$ cat src/rtl/cdc_defs.vh
// register offsets, field positions and reset values of the comparator block
`ifndef CDC_DEFS_VH
`define CDC_DEFS_VH
// register indices (printed offsets, byte address is index times four)
`define CDC_IDX_IRQ_EN       12'h00D
`define CDC_IDX_IRQ_FLAG     12'h00E
`define CDC_IDX_REF_CHAN     12'h019
`define CDC_IDX_CMP_CTL      12'h18D
`define CDC_IDX_IN_SEL       12'h18E
`define CDC_IDX_LADDER       12'h18F
`define CDC_IDX_IRQ_STAT     12'h190
`define CDC_IDX_IRQ_MASK     12'h191
`define CDC_IDX_IRQ_CLR      12'h192
// reset values
`define CDC_RST_IRQ_EN       8'h00
`define CDC_RST_REF_CHAN     8'h1F
`define CDC_RST_CMP_CTL      8'hC0
`define CDC_RST_IN_SEL       8'hFF
`define CDC_RST_LADDER       8'h00
// field positions
`define CDC_BIT_CMP_IRQ      4
`define CDC_BIT_PD           7
`define CDC_BIT_RAW          6
`define CDC_BIT_OE           5
`define CDC_BIT_INV          4
`define CDC_TRIG_HI          3
`define CDC_TRIG_LO          2
`define CDC_DBS_HI           1
`define CDC_DBS_LO           0
`define CDC_BIT_NEG_SRC      7
`define CDC_BIT_LADDER_REF   7
// trigger modes
`define CDC_TRIG_RISE        2'b00
`define CDC_TRIG_FALL        2'b01
`define CDC_TRIG_BOTH        2'b10
`define CDC_TRIG_HIGH        2'b11
// de-bounce counts in system clock cycles
`define CDC_DB_CNT_1         5'h04
`define CDC_DB_CNT_2         5'h08
`define CDC_DB_CNT_3         5'h10
`endif
$ cat src/rtl/cdc_comparator_ctl.v
// comparator and reference ladder control block with apb register slave
//
// Decided for this implementation: the APB interface to the registers.
`timescale 1ns/100ps
`default_nettype none
`include "cdc_defs.vh"

// Operation
// - seven-bit ladder code, output code over 128
// - bandgap level field sets 1.20V or 2.48V
// - power-down bit stops comparator and ladder
// - raw status low only when positive at or below negative
// - negative source: external pin or ladder
// - negative pin select, 1xx unconnected
// - positive pin select, 1xx unconnected
// - de-bounce none, 4, 8, 16 cycles
// - invert bit forms conditioned output
// - pin enable drives conditioned output out
// - trigger sets flag, writing zero clears
// - enable bit gates flag onto interrupt
module cdc_comparator_ctl
(
    input  wire        pclk,
    input  wire        presetn,
    input  wire        psel,
    input  wire        penable,
    input  wire        pwrite,
    input  wire [13:0] paddr,
    input  wire [31:0] pwdata,
    output wire [31:0] prdata,
    output wire        pready,
    output wire        pslverr,
    input  wire        comparator_raw_in,
    output wire        block_power_down,
    output wire        ladder_ref_select,
    output wire [1:0]  bandgap_level_select,
    output wire [6:0]  ladder_level_code,
    output wire        neg_source_select,
    output wire [2:0]  neg_ext_input_select,
    output wire [2:0]  pos_ext_input_select,
    output wire [3:0]  neg_pin_connect,
    output wire [2:0]  pos_pin_connect,
    output wire        conditioned_compare_out,
    output wire        compare_pin_out,
    output wire        compare_pin_out_enable_n,
    output wire        compare_irq,
    output wire        block_irq
);

    // ----------------------------------------
    // registers
    // ----------------------------------------
    reg  [7:0]  irq_en_r;
    reg         flag_r;
    reg  [7:0]  ref_chan_r;
    reg  [7:0]  cmp_ctl_r;
    reg  [7:0]  in_sel_r;
    reg  [7:0]  ladder_r;
    reg         stat_r;
    reg         mask_r;
    reg  [31:0] prdata_r;
    reg         sync1_r;
    reg         sync2_r;
    reg         deb_r;
    reg  [4:0]  deb_cnt_r;
    reg         cond_prev_r;
    reg         cond_r;
    reg         pin_r;

    wire [11:0] idx = paddr[13:2];
    wire        wr_en = psel & penable & pwrite;
    wire        rd_en = psel & penable & ~pwrite;

    // ----------------------------------------
    // decode
    // ----------------------------------------
    function mapped;
        input [11:0] a;
        begin
            mapped = (a == `CDC_IDX_IRQ_EN) || (a == `CDC_IDX_IRQ_FLAG) ||
                     (a == `CDC_IDX_REF_CHAN) || (a == `CDC_IDX_CMP_CTL) ||
                     (a == `CDC_IDX_IN_SEL) || (a == `CDC_IDX_LADDER) ||
                     (a == `CDC_IDX_IRQ_STAT) || (a == `CDC_IDX_IRQ_MASK) ||
                     (a == `CDC_IDX_IRQ_CLR);
        end
    endfunction

    function [4:0] db_len;
        input [1:0] sel;
        begin
            case (sel)
                2'b01:   db_len = `CDC_DB_CNT_1;
                2'b10:   db_len = `CDC_DB_CNT_2;
                2'b11:   db_len = `CDC_DB_CNT_3;
                default: db_len = 5'h00;
            endcase
        end
    endfunction

    assign pready  = 1'b1;
    assign pslverr = psel & penable & ~mapped(idx);
    assign prdata  = prdata_r;

    // ----------------------------------------
    // compare path
    // ----------------------------------------
    wire        pd        = cmp_ctl_r[`CDC_BIT_PD];
    wire        raw_eff   = sync2_r | pd;
    wire [1:0]  dbs       = cmp_ctl_r[`CDC_DBS_HI:`CDC_DBS_LO];
    wire [1:0]  trig      = cmp_ctl_r[`CDC_TRIG_HI:`CDC_TRIG_LO];
    wire        deb_out   = (dbs == 2'b00) ? raw_eff : deb_r;
    wire        cond_nxt  = deb_out ^ cmp_ctl_r[`CDC_BIT_INV];
    reg         trig_hit;

    always @*
    begin
        case (trig)
            `CDC_TRIG_RISE: trig_hit = cond_r & ~cond_prev_r;
            `CDC_TRIG_FALL: trig_hit = ~cond_r & cond_prev_r;
            `CDC_TRIG_BOTH: trig_hit = cond_r ^ cond_prev_r;
            `CDC_TRIG_HIGH: trig_hit = cond_r;
            default:        trig_hit = 1'b0;
        endcase
    end

    always @(posedge pclk or negedge presetn)
    begin
        if (!presetn)
        begin
            sync1_r     <= 1'b0;
            sync2_r     <= 1'b0;
            deb_r       <= 1'b1;
            deb_cnt_r   <= 5'h00;
            cond_r      <= 1'b1;
            cond_prev_r <= 1'b1;
            pin_r       <= 1'b0;
        end
        else
        begin
            sync1_r     <= comparator_raw_in;
            sync2_r     <= sync1_r;
            cond_r      <= cond_nxt;
            cond_prev_r <= cond_r;
            pin_r       <= cond_nxt;
            if (raw_eff == deb_r)
                deb_cnt_r <= 5'h00;
            else if (deb_cnt_r + 5'h01 >= db_len(dbs))
            begin
                deb_r     <= raw_eff;
                deb_cnt_r <= 5'h00;
            end
            else
                deb_cnt_r <= deb_cnt_r + 5'h01;
        end
    end

    // ----------------------------------------
    // register writes and flags
    // ----------------------------------------
    wire clr_flag = wr_en && idx == `CDC_IDX_IRQ_FLAG && !pwdata[`CDC_BIT_CMP_IRQ];
    wire clr_stat = wr_en && idx == `CDC_IDX_IRQ_CLR && pwdata[0];

    always @(posedge pclk or negedge presetn)
    begin
        if (!presetn)
        begin
            irq_en_r   <= `CDC_RST_IRQ_EN;
            flag_r     <= 1'b0;
            ref_chan_r <= `CDC_RST_REF_CHAN;
            cmp_ctl_r  <= `CDC_RST_CMP_CTL;
            in_sel_r   <= `CDC_RST_IN_SEL;
            ladder_r   <= `CDC_RST_LADDER;
            stat_r     <= 1'b0;
            mask_r     <= 1'b0;
        end
        else
        begin
            if (wr_en && idx == `CDC_IDX_IRQ_EN)
                irq_en_r <= pwdata[7:0] & 8'h13;
            if (wr_en && idx == `CDC_IDX_REF_CHAN)
                ref_chan_r <= pwdata[7:0] & 8'hDF;
            if (wr_en && idx == `CDC_IDX_CMP_CTL)
                cmp_ctl_r <= {pwdata[7], 1'b0, pwdata[5:0]};
            if (wr_en && idx == `CDC_IDX_IN_SEL)
                in_sel_r <= pwdata[7:0];
            if (wr_en && idx == `CDC_IDX_LADDER)
                ladder_r <= pwdata[7:0];
            if (wr_en && idx == `CDC_IDX_IRQ_MASK)
                mask_r <= pwdata[0];
            // set wins over clear
            if (trig_hit)
                flag_r <= 1'b1;
            else if (clr_flag)
                flag_r <= 1'b0;
            if (trig_hit)
                stat_r <= 1'b1;
            else if (clr_stat)
                stat_r <= 1'b0;
        end
    end

    // ----------------------------------------
    // read data
    // ----------------------------------------
    always @(posedge pclk or negedge presetn)
    begin
        if (!presetn)
            prdata_r <= 32'h0000_0000;
        else if (psel && !penable && !pwrite)
        begin
            case (paddr[13:2])
                `CDC_IDX_IRQ_EN:   prdata_r <= {24'h000000, irq_en_r};
                `CDC_IDX_IRQ_FLAG: prdata_r <= {27'h0000000, flag_r, 4'h0};
                `CDC_IDX_REF_CHAN: prdata_r <= {24'h000000, ref_chan_r};
                `CDC_IDX_CMP_CTL:  prdata_r <= {24'h000000, cmp_ctl_r[7], raw_eff,
                                                cmp_ctl_r[5:0]};
                `CDC_IDX_IN_SEL:   prdata_r <= {24'h000000, in_sel_r};
                `CDC_IDX_LADDER:   prdata_r <= {24'h000000, ladder_r};
                `CDC_IDX_IRQ_STAT: prdata_r <= {31'h00000000, stat_r};
                `CDC_IDX_IRQ_MASK: prdata_r <= {31'h00000000, mask_r};
                default:           prdata_r <= 32'h0000_0000;
            endcase
        end
    end

    // ----------------------------------------
    // analog controls and outputs
    // ----------------------------------------
    assign block_power_down     = pd;
    assign ladder_ref_select    = ladder_r[`CDC_BIT_LADDER_REF];
    assign bandgap_level_select = ref_chan_r[7:6];
    assign ladder_level_code    = ladder_r[6:0];
    assign neg_source_select    = in_sel_r[`CDC_BIT_NEG_SRC];
    assign neg_ext_input_select = in_sel_r[6:4];
    assign pos_ext_input_select = in_sel_r[2:0];

    genvar gi;
    generate
        for (gi = 0; gi < 4; gi = gi + 1)
        begin : g_neg
            // index 2 reserved, never connected
            assign neg_pin_connect[gi] = ~in_sel_r[`CDC_BIT_NEG_SRC] && (gi != 2) &&
                                         (in_sel_r[6:4] == gi);
        end
        for (gi = 0; gi < 3; gi = gi + 1)
        begin : g_pos
            assign pos_pin_connect[gi] = (in_sel_r[2:0] == gi);
        end
    endgenerate

    assign conditioned_compare_out  = cond_r;
    assign compare_pin_out          = pin_r;
    assign compare_pin_out_enable_n = ~cmp_ctl_r[`CDC_BIT_OE];
    assign compare_irq              = flag_r & irq_en_r[`CDC_BIT_CMP_IRQ];
    assign block_irq                = stat_r & mask_r;

endmodule // cdc_comparator_ctl

`default_nettype wire

$ cat config.mk
export PLATFORM = sky130hd
export DESIGN_NAME = cdc_comparator_ctl
export DESIGN_NICKNAME = d
export VERILOG_FILES = /design/src/rtl/cdc_comparator_ctl.v
export VERILOG_INCLUDE_DIRS = /design/src /design/src/rtl
export SDC_FILE = /design/constraint.sdc
export NUM_CORES = 1
export LEC_CHECK = 0
export BUFFER_PORTS_ARGS = -buffer_cell sky130_fd_sc_hd__buf_2
export CAP_MARGIN = 10
export CORE_MARGIN = 4
export CORE_UTILIZATION = 25
export DETAILED_ROUTE_END_ITERATION = 6
export GPL_ROUTABILITY_DRIVEN = 0
export PLACE_DENSITY = 0.56
export SKIP_CTS_REPAIR_TIMING = 1
export SLEW_MARGIN = 20
export SYNTH_ARGS = -nofsm -noshare
export SYNTH_HDL_FRONTEND = slang
export SYNTH_SLANG_ARGS = --single-unit
$ cat constraint.sdc
create_clock -name pclk -period 4.6 [get_ports pclk]
set_input_delay 0.23 -clock pclk [delete_from_list [all_inputs] [get_ports pclk]]
set_output_delay 0.23 -clock pclk [all_outputs]
set_load 0.005 [all_outputs]
==> results of run 1 <==
per-layer routing:
layer	up-vias	wire (um)	global-route usage
li1	1074	-	-
met1	1148	3490	0.142
met2	90	3770	0.181
met3	2	532	0.0295
met4	0	74	0.0205
met5	-	0	0
per-stage QoR:
stage	hold WS, ns	area [um^2]	total power (uW)	util	std cells
finish	0.0375	3660	1030	0.300	503
global route	0.0245	3660	1080	0.300	503
CTS	0.0296	3660	1040	0.299	503
detailed placement	0.337	3490	603	0.286	495
global placement	0.335	3490	602	0.286	495
floorplan	-0.0656	3250	570	-	308
layout by cell type (no fill, tap or decap), types with 3 or more instances in the layout:
cell / netlist / routed
a2111oi_0: 3 / 3
a21oi_1: 8 / 8
a22o_1: 5 / 5
a22oi_1: 5 / 5
buf_2: 1 / 63
clkbuf_16: 0 / 5
conb_1: 2 / 26
dfrtp_1: 38 / 38
dfstp_2: 17 / 17
ha_1: 7 / 7
inv_1: 12 / 12
mux2_2: 37 / 37
mux2i_1: 4 / 4
nand2_1: 7 / 7
nand3_1: 5 / 5
nand4_1: 3 / 3
nor2_1: 15 / 15
nor2b_1: 5 / 5
nor3_1: 4 / 4
nor3b_1: 4 / 3
nor4_1: 3 / 3
xnor2_1: 4 / 4
layout make-up:
class / instances / share of cell area
clock buffer: 6 / 0.0352
clock inverter: 2 / 0.0106
inverter: 12 / 0.0123
multi-input combinational: 196 / 0.415
sequential: 55 / 0.381
tap: 168 / 0.0574
timing repair buffer: 64 / 0.0881
worst max-delay path, delay by kind of cell:
| family | cells | cell delay (ns) |
|---|---|---|
| buffers and inverters | 2 | 0.33 |
| AOI/OAI and AO/OA | 4 | 1.29 |
worst paths after layout:
check / cells after the start / to
worst min-delay path: 1 / sync1_r$_DFF_PN0_
worst max register to register: 7 / deb_cnt_r[3]$_DFF_PN0_
worst min register to register: 0 / sync2_r$_DFF_PN0_
max in group asynchronous: 2 / cmp_ctl_r[4]$_DFFE_PN0P_
worst max-delay path: 6 / pslverr
min in group asynchronous: 2 / sync1_r$_DFF_PN0_
sequential cells by signal, indices dropped and copies added, names as in the netlist, 3 cells and up:
| signal | count |
|---|---|
| ref_chan_r | 7 |
| in_sel_r | 8 |
| prdata | 8 |
| ladder_r | 8 |
| deb_cnt_r | 5 |
| irq_en_r | 3 |
| cmp_ctl_r | 7 |
cell families (layout without fill, tap and decap cells):
| kind of cell | count (synthesis) | after routing |
|---|---|---|
| buf+inv | 57 | 84 |
| mux | 42 | 42 |
| fa+ha+maj | 7 | 7 |
| compound gates | 40 | 40 |
| flops | 55 | 55 |
| other cells | 2 | 26 |
| xor+xnor | 5 | 5 |
| simple gates | 76 | 76 |
power groups by stage:
| stage | logic [uW] | clock network [uW] | registers [uW] |
|---|---|---|---|
| 2_1_floorplan | 55.4 | 0 | 514 |
| 3_3_place_gp | 87.8 | 0 | 514 |
| 5_1_grt | 101 | 470 | 506 |
| 3_5_place_dp | 89.2 | 0 | 514 |
| 4_1_cts | 89.7 | 447 | 505 |
| 6_report | 89.8 | 432 | 505 |
==> summary.md, run 1 <==
| Metric | Value |
|---|---|
| Status | `finished clean` |
| Die area | `0.0145 mm^2` |
| Setup Viol. Count Final | `0` |
| Worst-Margin Slew | `0.800 ns` |
| Storage cell area | `0.00140 mm^2` |
| Combinational power share | `0.087` |
| Vias per cell | `4.60` |
| R2R setup slack | `2.68 ns` |
| # rows | `40` |
| Top-count cell post-synth | `dfrtp_1` |
| Main area contributors after synthesis | `dfrtp_1 (30%), dfstp_2 (14%), mux2_2 (13%)` |
| Starting density of the core | `0.259` |
| Post-synth EDFFs | `0` |
| FF+latch count, synth | `55` |
| Xor and xnor area share after synthesis | `0.0138` |
| Critical-path top delay cell | `a2111oi_0` |
| Critical path capture point type | `output port` |
| Multi-input gate area | `0.00152 mm^2` |
| Startpoint Class | `primary input` |
| Peak VDD IR | `0.000144 V` |
| CTS H-tree lvls | `2` |
| Worst slack at placement | `2.28 ns` |
| FMAX | `482 MHz` |
| Routed length per instance | `15.6 um` |
| PwrDens | `280 mW/mm^2` |
| Final net count | `393` |
| Synth area leader | `dfrtp_1` |
| Crit path required time | `4.37 ns` |
| Setup Skew | `0.00572 ns` |
| Post-synth cell types | `58` |
| GRT Overall Usage | `0.108` |
| Post-synth ARST share | `1.00` |
| Internal Power | `789 uW` |
| CTS Buffer Depth | `2` |
| Yosys warnings | `0` |
| Compound-Gate Fraction of Synth Area | `0.0938` |
| Vias in the first global route | `2,248` |
| Final Slew Violations | `0` |
| CTS tree | `built` |
| Mean Syn Cell Area | `11.1 um^2` |
| # IOs | `116` |
| Setup TNS | `0 ns` |
| Die Ht | `120 um` |
| Final period utilization | `0.451` |
| Net Switching | `237 uW` |
| Final Hold Fails | `0` |
| Total CTS buffers | `5` |
| Crit path largest cell delay | `0.59 ns` |
| Detailed Route Iter0 Violations | `69` |
| Final worst slack | `2.53 ns` |
| Mux cell area share after synthesis | `0.152` |
| Largest family of logic cells by synthesized area | `simple AND/OR/NAND/NOR gates` |
| Netlist Area Pre-Place | `0.00316 mm^2` |
| Crit path arrival time | `1.84 ns` |
| Clock network fraction of total power | `0.420` |
| Drt total wl | `7.87 mm` |
| Core Box Area | `0.0122 mm^2` |
| Top cells by instance count after synthesis | `dfrtp_1 (38), mux2_2 (37), buf_4 (35), dfstp_2 (17), nor2_1 (15)` |
| Simple-gate share of the synthesized area | `0.159` |
| Fraction of power consumed by sequential logic | `0.492` |
| Unrepaired setup endpoints after global routing | `false` |
| Pin count of the biggest net entering global routing | `56` |
| Max-cap violations | `0` |
| Worst hold-check path type | `primary input to flip-flop` |
| Synth-to-layout area growth | `15.8%` |
| CP max FO | `14` |
| Share of cells above drive strength 1 | `0.418` |
| Total grt overflow | `0` |
| DIE WIDTH | `120 um` |
| Sinks on Clock Net | `55` |
| Initial antenna violation count | `0` |
| N_diodes | `0` |
| CP cell instances | `buf_2, a211o_1, a2111oi_0, o21ai_0, o2111a_1, buf_2` |
| Synth Instances | `284` |
| Via Count | `2,314` |
| # fillers | `1,283` |
| Pre-antenna DRT Iters | `4` |
| Post-DRT Antenna Nets | `0` |
| Worst r2r src | `deb_cnt_r[0]$_DFF_PN0_` |
| Main synth FF type | `dfrtp_1` |
| Clk Latency, worst-skew pair | `0.29 ns` |
| Post-route DRC | `0` |
| Top cell type's share of synthesized area | `0.301` |
| Most frequent cell on the critical path | `buf_2` |
| Seq/Total Area, Yosys | `0.442` |
| Crit path launch | `paddr[3]` |
| Port bufs | `63` |
| P_leak | `0.00168 uW` |
| Hold path start | `comparator_raw_in` |
| Post-Synth Adder-Cell Area | `0.0277` |
| Clock transition at path regs | `0.07 ns` |
| Slew HR | `0.462` |
| Kind of critical path | `primary input to output port` |
| Hpwl dp | `6.10 mm` |
| Root buffer cell | `clkbuf_16` |
| Final min period | `2.07 ns` |
| Global-route wire length before repair | `12.2 mm` |
| Sw Ratio | `0.231` |
(Power assumes the default switching activity.)
==> run 2, diff against run 1 <==
==> constraint.sdc (replaced) <==
create_clock -name pclk -period 2 [get_ports pclk]
set_input_delay 0.1 -clock pclk [delete_from_list [all_inputs] [get_ports pclk]]
set_output_delay 0.1 -clock pclk [all_outputs]
set_load 0.005 [all_outputs]
==> run 2 against run 1 <==
The flow now finishes with violations (negative hold slack). Global-route usage rose by 0.051 points. Critical path depth rose by 1. Clock skew barely moved. Wire length rose by 0.90%. Non-clock buffer count rose by 17. Flip-flop and latch count did not move. Sequential power rose by 130%. Die area did not move. Worst hold slack got worse by 0.098 ns. Critical endpoint is now deb_cnt_r[3]$_DFF_PN0_. Largest power group unchanged.
==> summary.md, run 2 (synthesized netlist as in run 1, its figures left out) <==
| Metric | Value |
|---|---|
| Status | `finished with violations` |
| Violated checks | `negative hold slack` |
| Slew HR | `0.525` |
| Die area | `0.0145 mm^2` |
| Final period utilization | `0.924` |
| Vias in the first global route | `2,400` |
| Crit path arrival time | `2.08 ns` |
| GRT Overall Usage | `0.109` |
| FMAX | `541 MHz` |
| Total CTS buffers | `5` |
| Tot Pwr | `2250 uW` |
| Multi-input gate area | `0.00153 mm^2` |
| Startpoint Class | `flip-flop` |
| # fillers | `1,280` |
| Critical path capture point type | `flip-flop` |
| Most common cell after layout, fill and taps aside | `buf_2` |
| Routed length per instance | `15.3 um` |
| Root buffer cell | `clkbuf_16` |
| Setup Viol. Count Final | `0` |
| Post-DRT Antenna Nets | `0` |
| Worst-Margin Slew | `0.713 ns` |
| Initial antenna violation count | `0` |
| Pin count of the biggest net entering global routing | `56` |
| Crit path required time | `2.23 ns` |
| Die Ht | `120 um` |
| Starting density of the core | `0.259` |
| Final worst slack | `0.152 ns` |
| CP max FO | `5` |
| Worst r2r src | `deb_cnt_r[0]$_DFF_PN0_` |
| Kind of critical path | `flip-flop to flip-flop` |
| Detailed Route Iter0 Violations | `82` |
| CP cell instances | `ha_2, xnor2_2, ha_1, a21bo_2, a21oi_2, o211ai_1, nor2b_1` |
| Hold Slack | `-0.0607 ns` |
| Worst slack at placement | `-0.00431 ns` |
| Worst reg2reg endpoint | `deb_cnt_r[3]$_DFF_PN0_` |
| Final min period | `1.85 ns` |
| Clock transition at path regs | `0.07 ns` |
| Via Count | `2,340` |
| Post-route DRC | `0` |
| FF-to-FF path depth | `7` |
| Final net count | `410` |
| Final Hold Fails | `38` |
| Unrepaired setup endpoints after global routing | `false` |
| Hpwl dp | `6.14 mm` |
| CTS tree | `built` |
| # rows | `40` |
| Final Slew Violations | `0` |
| Sinks on Clock Net | `55` |
| Fin util | `0.309` |
| Share of cells above drive strength 1 | `0.455` |
| Critical-path top delay cell | `dfrtp_1` |
| Core Box Area | `0.0122 mm^2` |
| CTS Buffer Depth | `2` |
| Total grt overflow | `0` |
| Crit path largest cell delay | `0.41 ns` |
| P_leak | `0.00175 uW` |
| Setup Skew | `0.00562 ns` |
| Storage cell area | `0.00140 mm^2` |
| R2R setup slack | `0.15 ns` |
| # IOs | `116` |
| Clk Latency, worst-skew pair | `0.29 ns` |
| Most frequent cells in the layout | `buf_2 (63), dfrtp_1 (38), mux2_2 (37)` |
| Port bufs | `63` |
| Worst hold-check path type | `primary input to asynchronous set/reset pin` |
| CTS H-tree lvls | `2` |
| Peak VDD IR | `0.000342 V` |
| N_diodes | `0` |
| PwrDens | `596 mW/mm^2` |
| Vias per cell | `4.50` |
| DIE WIDTH | `120 um` |
| Pre-antenna DRT Iters | `4` |
| Max-cap violations | `0` |
| Final Cell Area | `0.00378 mm^2` |
| Post-place instance area | `0.00361 mm^2` |
| Drt total wl | `7.94 mm` |
| Global-route wire length before repair | `12.6 mm` |
| Synth-to-layout area growth | `19.4%` |
==> run 2: cell count changes in the layout (fill, tap and decap cells not counted) <==
| cell | previous run | this run |
|---|---|---|
| buf_4 | 1 | 17 |
| clkinv_2 | 0 | 2 |
| a21oi_1 | 8 | 7 |
| a21oi_2 | 0 | 1 |
| bufinv_16 | 1 | 0 |
| clkbuf_1 | 1 | 0 |
| dlygate4sd3_1 | 0 | 1 |
| ha_1 | 7 | 6 |
| ha_2 | 0 | 1 |
| nor3b_2 | 0 | 1 |
| nor3b_4 | 1 | 0 |
| xnor2_1 | 4 | 3 |
| xnor2_2 | 0 | 1 |
==> run 2: worst max path at each step <==
stage	startpoint	endpoint	slack, ns	cells past startpoint
6_report	deb_cnt_r[0]$_DFF_PN0_	deb_cnt_r[3]$_DFF_PN0_	0.15	7
5_1_grt	deb_cnt_r[0]$_DFF_PN0_	deb_cnt_r[3]$_DFF_PN0_	0.002	7
4_1_cts	deb_cnt_r[0]$_DFF_PN0_	deb_cnt_r[3]$_DFF_PN0_	0.09	7
3_5_place_dp	paddr[6]	in_sel_r[5]$_DFFE_PN1P_	-0.004	6
3_3_place_gp	paddr[6]	in_sel_r[5]$_DFFE_PN1P_	-0.01	6
2_1_floorplan	paddr[6]	irq_en_r[0]$_DFFE_PN0P_	0.20	5
==> run 2: power by group <==
group          internal, uW  switching (uW)  total [uW]
Combinational          79.7             134         214
Sequential             1140            15.9        1160
Clock                   465             410         875
==> run 2: worst max-delay path, delay by kind of cell, from the launching register on <==
kind | cells | cell delay, ns
AOI/OAI and AO/OA | 3 | 0.56
adders and majority gates | 2 | 0.52
DFF | 1 | 0.41
and+or+nand+nor | 1 | 0.15
xor gates and xnor gates | 1 | 0.14
==> run 2: layout make-up <==
cell class | instances | share of cell area
repair buffers | 81 | 0.120
clock inverters | 3 | 0.00497
well taps | 168 | 0.0556
inverters | 12 | 0.0119
multi-input cells | 196 | 0.404
clock buffers | 5 | 0.0331
flip-flops and latches | 55 | 0.370
==> run 2: routing by layer <==
metal | share of wire | GRT usage | vias to the layer above
met1 | 0.46 | 0.148 | 1154
met3 | 0.063 | 0.0248 | 5
met5 | 0 | 0 | -
li1 | - | - | 1100
met2 | 0.47 | 0.180 | 81
met4 | 0.0053 | 0.0184 | 0
==> run 2: through the flow <==
| step | setup TNS (ns) | instances |
|---|---|---|
| finish | 0 | 520 |
| global route | 0 | 520 |
| CTS | 0 | 519 |
| detailed placement | -0.00811 | 511 |
| global placement | -0.0318 | 511 |
| floorplan | 0 | 308 |
==> run 3, diff against run 2 <==
--- a/config.mk
+++ b/config.mk
@@ -6,13 +6,13 @@
 export SDC_FILE = /design/constraint.sdc
 export NUM_CORES = 1
 export LEC_CHECK = 0
-export BUFFER_PORTS_ARGS = -buffer_cell sky130_fd_sc_hd__buf_2
 export CAP_MARGIN = 10
 export CORE_MARGIN = 4
 export CORE_UTILIZATION = 25
 export DETAILED_ROUTE_END_ITERATION = 6
+export DONT_BUFFER_PORTS = 1
 export GPL_ROUTABILITY_DRIVEN = 0
-export PLACE_DENSITY = 0.56
+export PLACE_DENSITY = 0.48
 export SKIP_CTS_REPAIR_TIMING = 1
 export SLEW_MARGIN = 20
 export SYNTH_ARGS = -nofsm -noshare
==> run 3 against run 2 <==
Worst setup slack lost 0.048 ns. The flow now finishes without violations. First-iteration DRC count grew 32%. Die area is the same. Cell count shrank 12%. Clock skew grew 0.0014 ns. Sequential share of layout area grew 2.7 points. Global-route usage grew 0.064 points.
==> summary.md, run 3 (synthesized netlist as in run 1, its figures left out) <==
| Metric | Value |
|---|---|
| Status | `finished clean` |
| Worst reg2reg endpoint | `deb_cnt_r[3]$_DFF_PN0_` |
| Combinational power share | `0.066` |
| Final period utilization | `0.948` |
| Pre-antenna DRT Iters | `4` |
| Hold-critical path depth | `2` |
| Cell total after placement | `437` |
| FMAX | `527 MHz` |
| Setup TNS | `0 ns` |
| Cell family with most CP delay | `compound AO/OA/AOI/OAI gates` |
| Unrepaired setup endpoints after global routing | `false` |
| CTS tree | `built` |
| Most frequent cells in the layout | `dfrtp_1 (38), mux2_2 (37), conb_1 (26)` |
| Tot Pwr | `2240 uW` |
| Worst r2r src | `deb_cnt_r[0]$_DFF_PN0_` |
| FF-to-FF path depth | `7` |
| CTS Buffer Depth | `2` |
| CP max FO | `5` |
| Worst-Margin Slew | `0.561 ns` |
| Fraction of power consumed by sequential logic | `0.522` |
| Total CTS buffers | `5` |
| Drt total wl | `8.04 mm` |
| PwrDens | `638 mW/mm^2` |
| R2R setup slack | `0.10 ns` |
| Setup Skew | `0.00704 ns` |
| Vias in the first global route | `2,071` |
| Slew HR | `0.617` |
| Net Switching | `532 uW` |
| WP depth | `7` |
| Hpwl dp | `6.18 mm` |
| Final min period | `1.90 ns` |
| Final Hold Fails | `0` |
| Crit path arrival time | `2.11 ns` |
| # rows | `40` |
| Worst hold-check path type | `primary input to flip-flop` |
| Startpoint Class | `flip-flop` |
| Crit path largest cell delay | `0.42 ns` |
| # IOs | `116` |
| Non-Filler Instances | `456` |
| Pin count of the biggest net entering global routing | `56` |
| Die Ht | `120 um` |
| Critical-path top delay cell | `dfrtp_1` |
| Vias per cell | `4.69` |
| Peak VDD IR | `0.000383 V` |
| Root buffer cell | `clkbuf_16` |
| Sw Ratio | `0.237` |
| Synth-to-layout area growth | `11.3%` |
| DIE WIDTH | `120 um` |
| Routed length per instance | `17.6 um` |
| Most common cell after layout, fill and taps aside | `dfrtp_1` |
| Port bufs | `0` |
| Hold Slack | `0.0527 ns` |
| Final net count | `346` |
| Final Slew Violations | `0` |
| CP cell instances | `ha_2, xnor2_2, ha_1, a21bo_2, a21oi_1, o211ai_1, nor2b_1` |
| Starting density of the core | `0.259` |
| Critical path capture point type | `flip-flop` |
| N_diodes | `0` |
| Via Count | `2,139` |
| Crit path launch | `deb_cnt_r[0]$_DFF_PN0_` |
| Global-route wire length before repair | `12.3 mm` |
| Post-route DRC | `0` |
| Clock transition at path regs | `0.07 ns` |
| Share of cells above drive strength 1 | `0.299` |
| Internal Power | `1710 uW` |
| Core Box Area | `0.0122 mm^2` |
| GRT Overall Usage | `0.110` |
| P_leak | `0.00147 uW` |
| Max-cap violations | `0` |
| Crit path buffers/inverters | `0` |
| Setup Viol. Count Final | `0` |
| Post-DRT Antenna Nets | `0` |
| Clk Latency, worst-skew pair | `0.29 ns` |
| Clock network fraction of total power | `0.412` |
| Die area | `0.0145 mm^2` |
| CTS H-tree lvls | `2` |
| Total grt overflow | `0` |
| Fin util | `0.288` |
| Detailed Route Iter0 Violations | `108` |
| Setup crit end | `deb_cnt_r[3]$_DFF_PN0_` |
| Sinks on Clock Net | `55` |
| Kind of critical path | `flip-flop to flip-flop` |
| Initial antenna violation count | `0` |
| Crit path required time | `2.21 ns` |
## run 3: power by group through the flow
stage               sequential, uW  clock (uW)  combinational (uW)
floorplan                     1180           0                 127
global placement              1190           0                92.5
detailed placement            1190           0                93.7
CTS                           1170         951                94.5
global route                  1180        1010                 167
finish                        1170         926                 148
## run 3: layout make-up
cell class / instances / area [um^2]
Clock buffer: 6 / 139
Fill cell: 1292 / 8690
Multi-Input combinational cell: 196 / 1520
Sequential cell: 55 / 1400
Timing Repair Buffer: 17 / 185
Inverter: 12 / 45.0
Tap cell: 168 / 210
Clock inverter: 2 / 20.0
## run 3: worst register-to-register path: stages (launching register included)
cell      delay [ns]
dfrtp_1         0.42
ha_2            0.23
xnor2_2         0.14
ha_1            0.29
a21bo_2         0.19
a21oi_1         0.17
o211ai_1        0.22
nor2b_1         0.17
## run 3: how the worst min path moves through the flow
stage | from | endpoint
after global routing | paddr[2] | mask_r$_DFFE_PN0P_
after global placement | presetn | sync1_r$_DFF_PN0_
after detailed placement | presetn | prdata[7]$_DFFE_PN0P_
after CTS | presetn | ladder_r[3]$_DFFE_PN0P_
after floorplan | presetn | cmp_ctl_r[0]$_DFFE_PN0P_
final | paddr[2] | mask_r$_DFFE_PN0P_
## run 3: layer usage
layer,wire [um],part of all wire,track usage
met3,733,0.091,0.0332
met1,3640,0.45,0.156
met4,0,0,0.0170
met2,3670,0.46,0.168
met5,0,0,0
## run 3: metrics by stage
stage / setup WS (ns) / instance area (um^2)
after floorplan: 0.203 / 3250
after global placement: 0.0829 / 3220
after detailed placement: 0.0719 / 3220
after CTS: 0.0931 / 3380
after global routing: 0.000883 / 3520
final: 0.103 / 3520
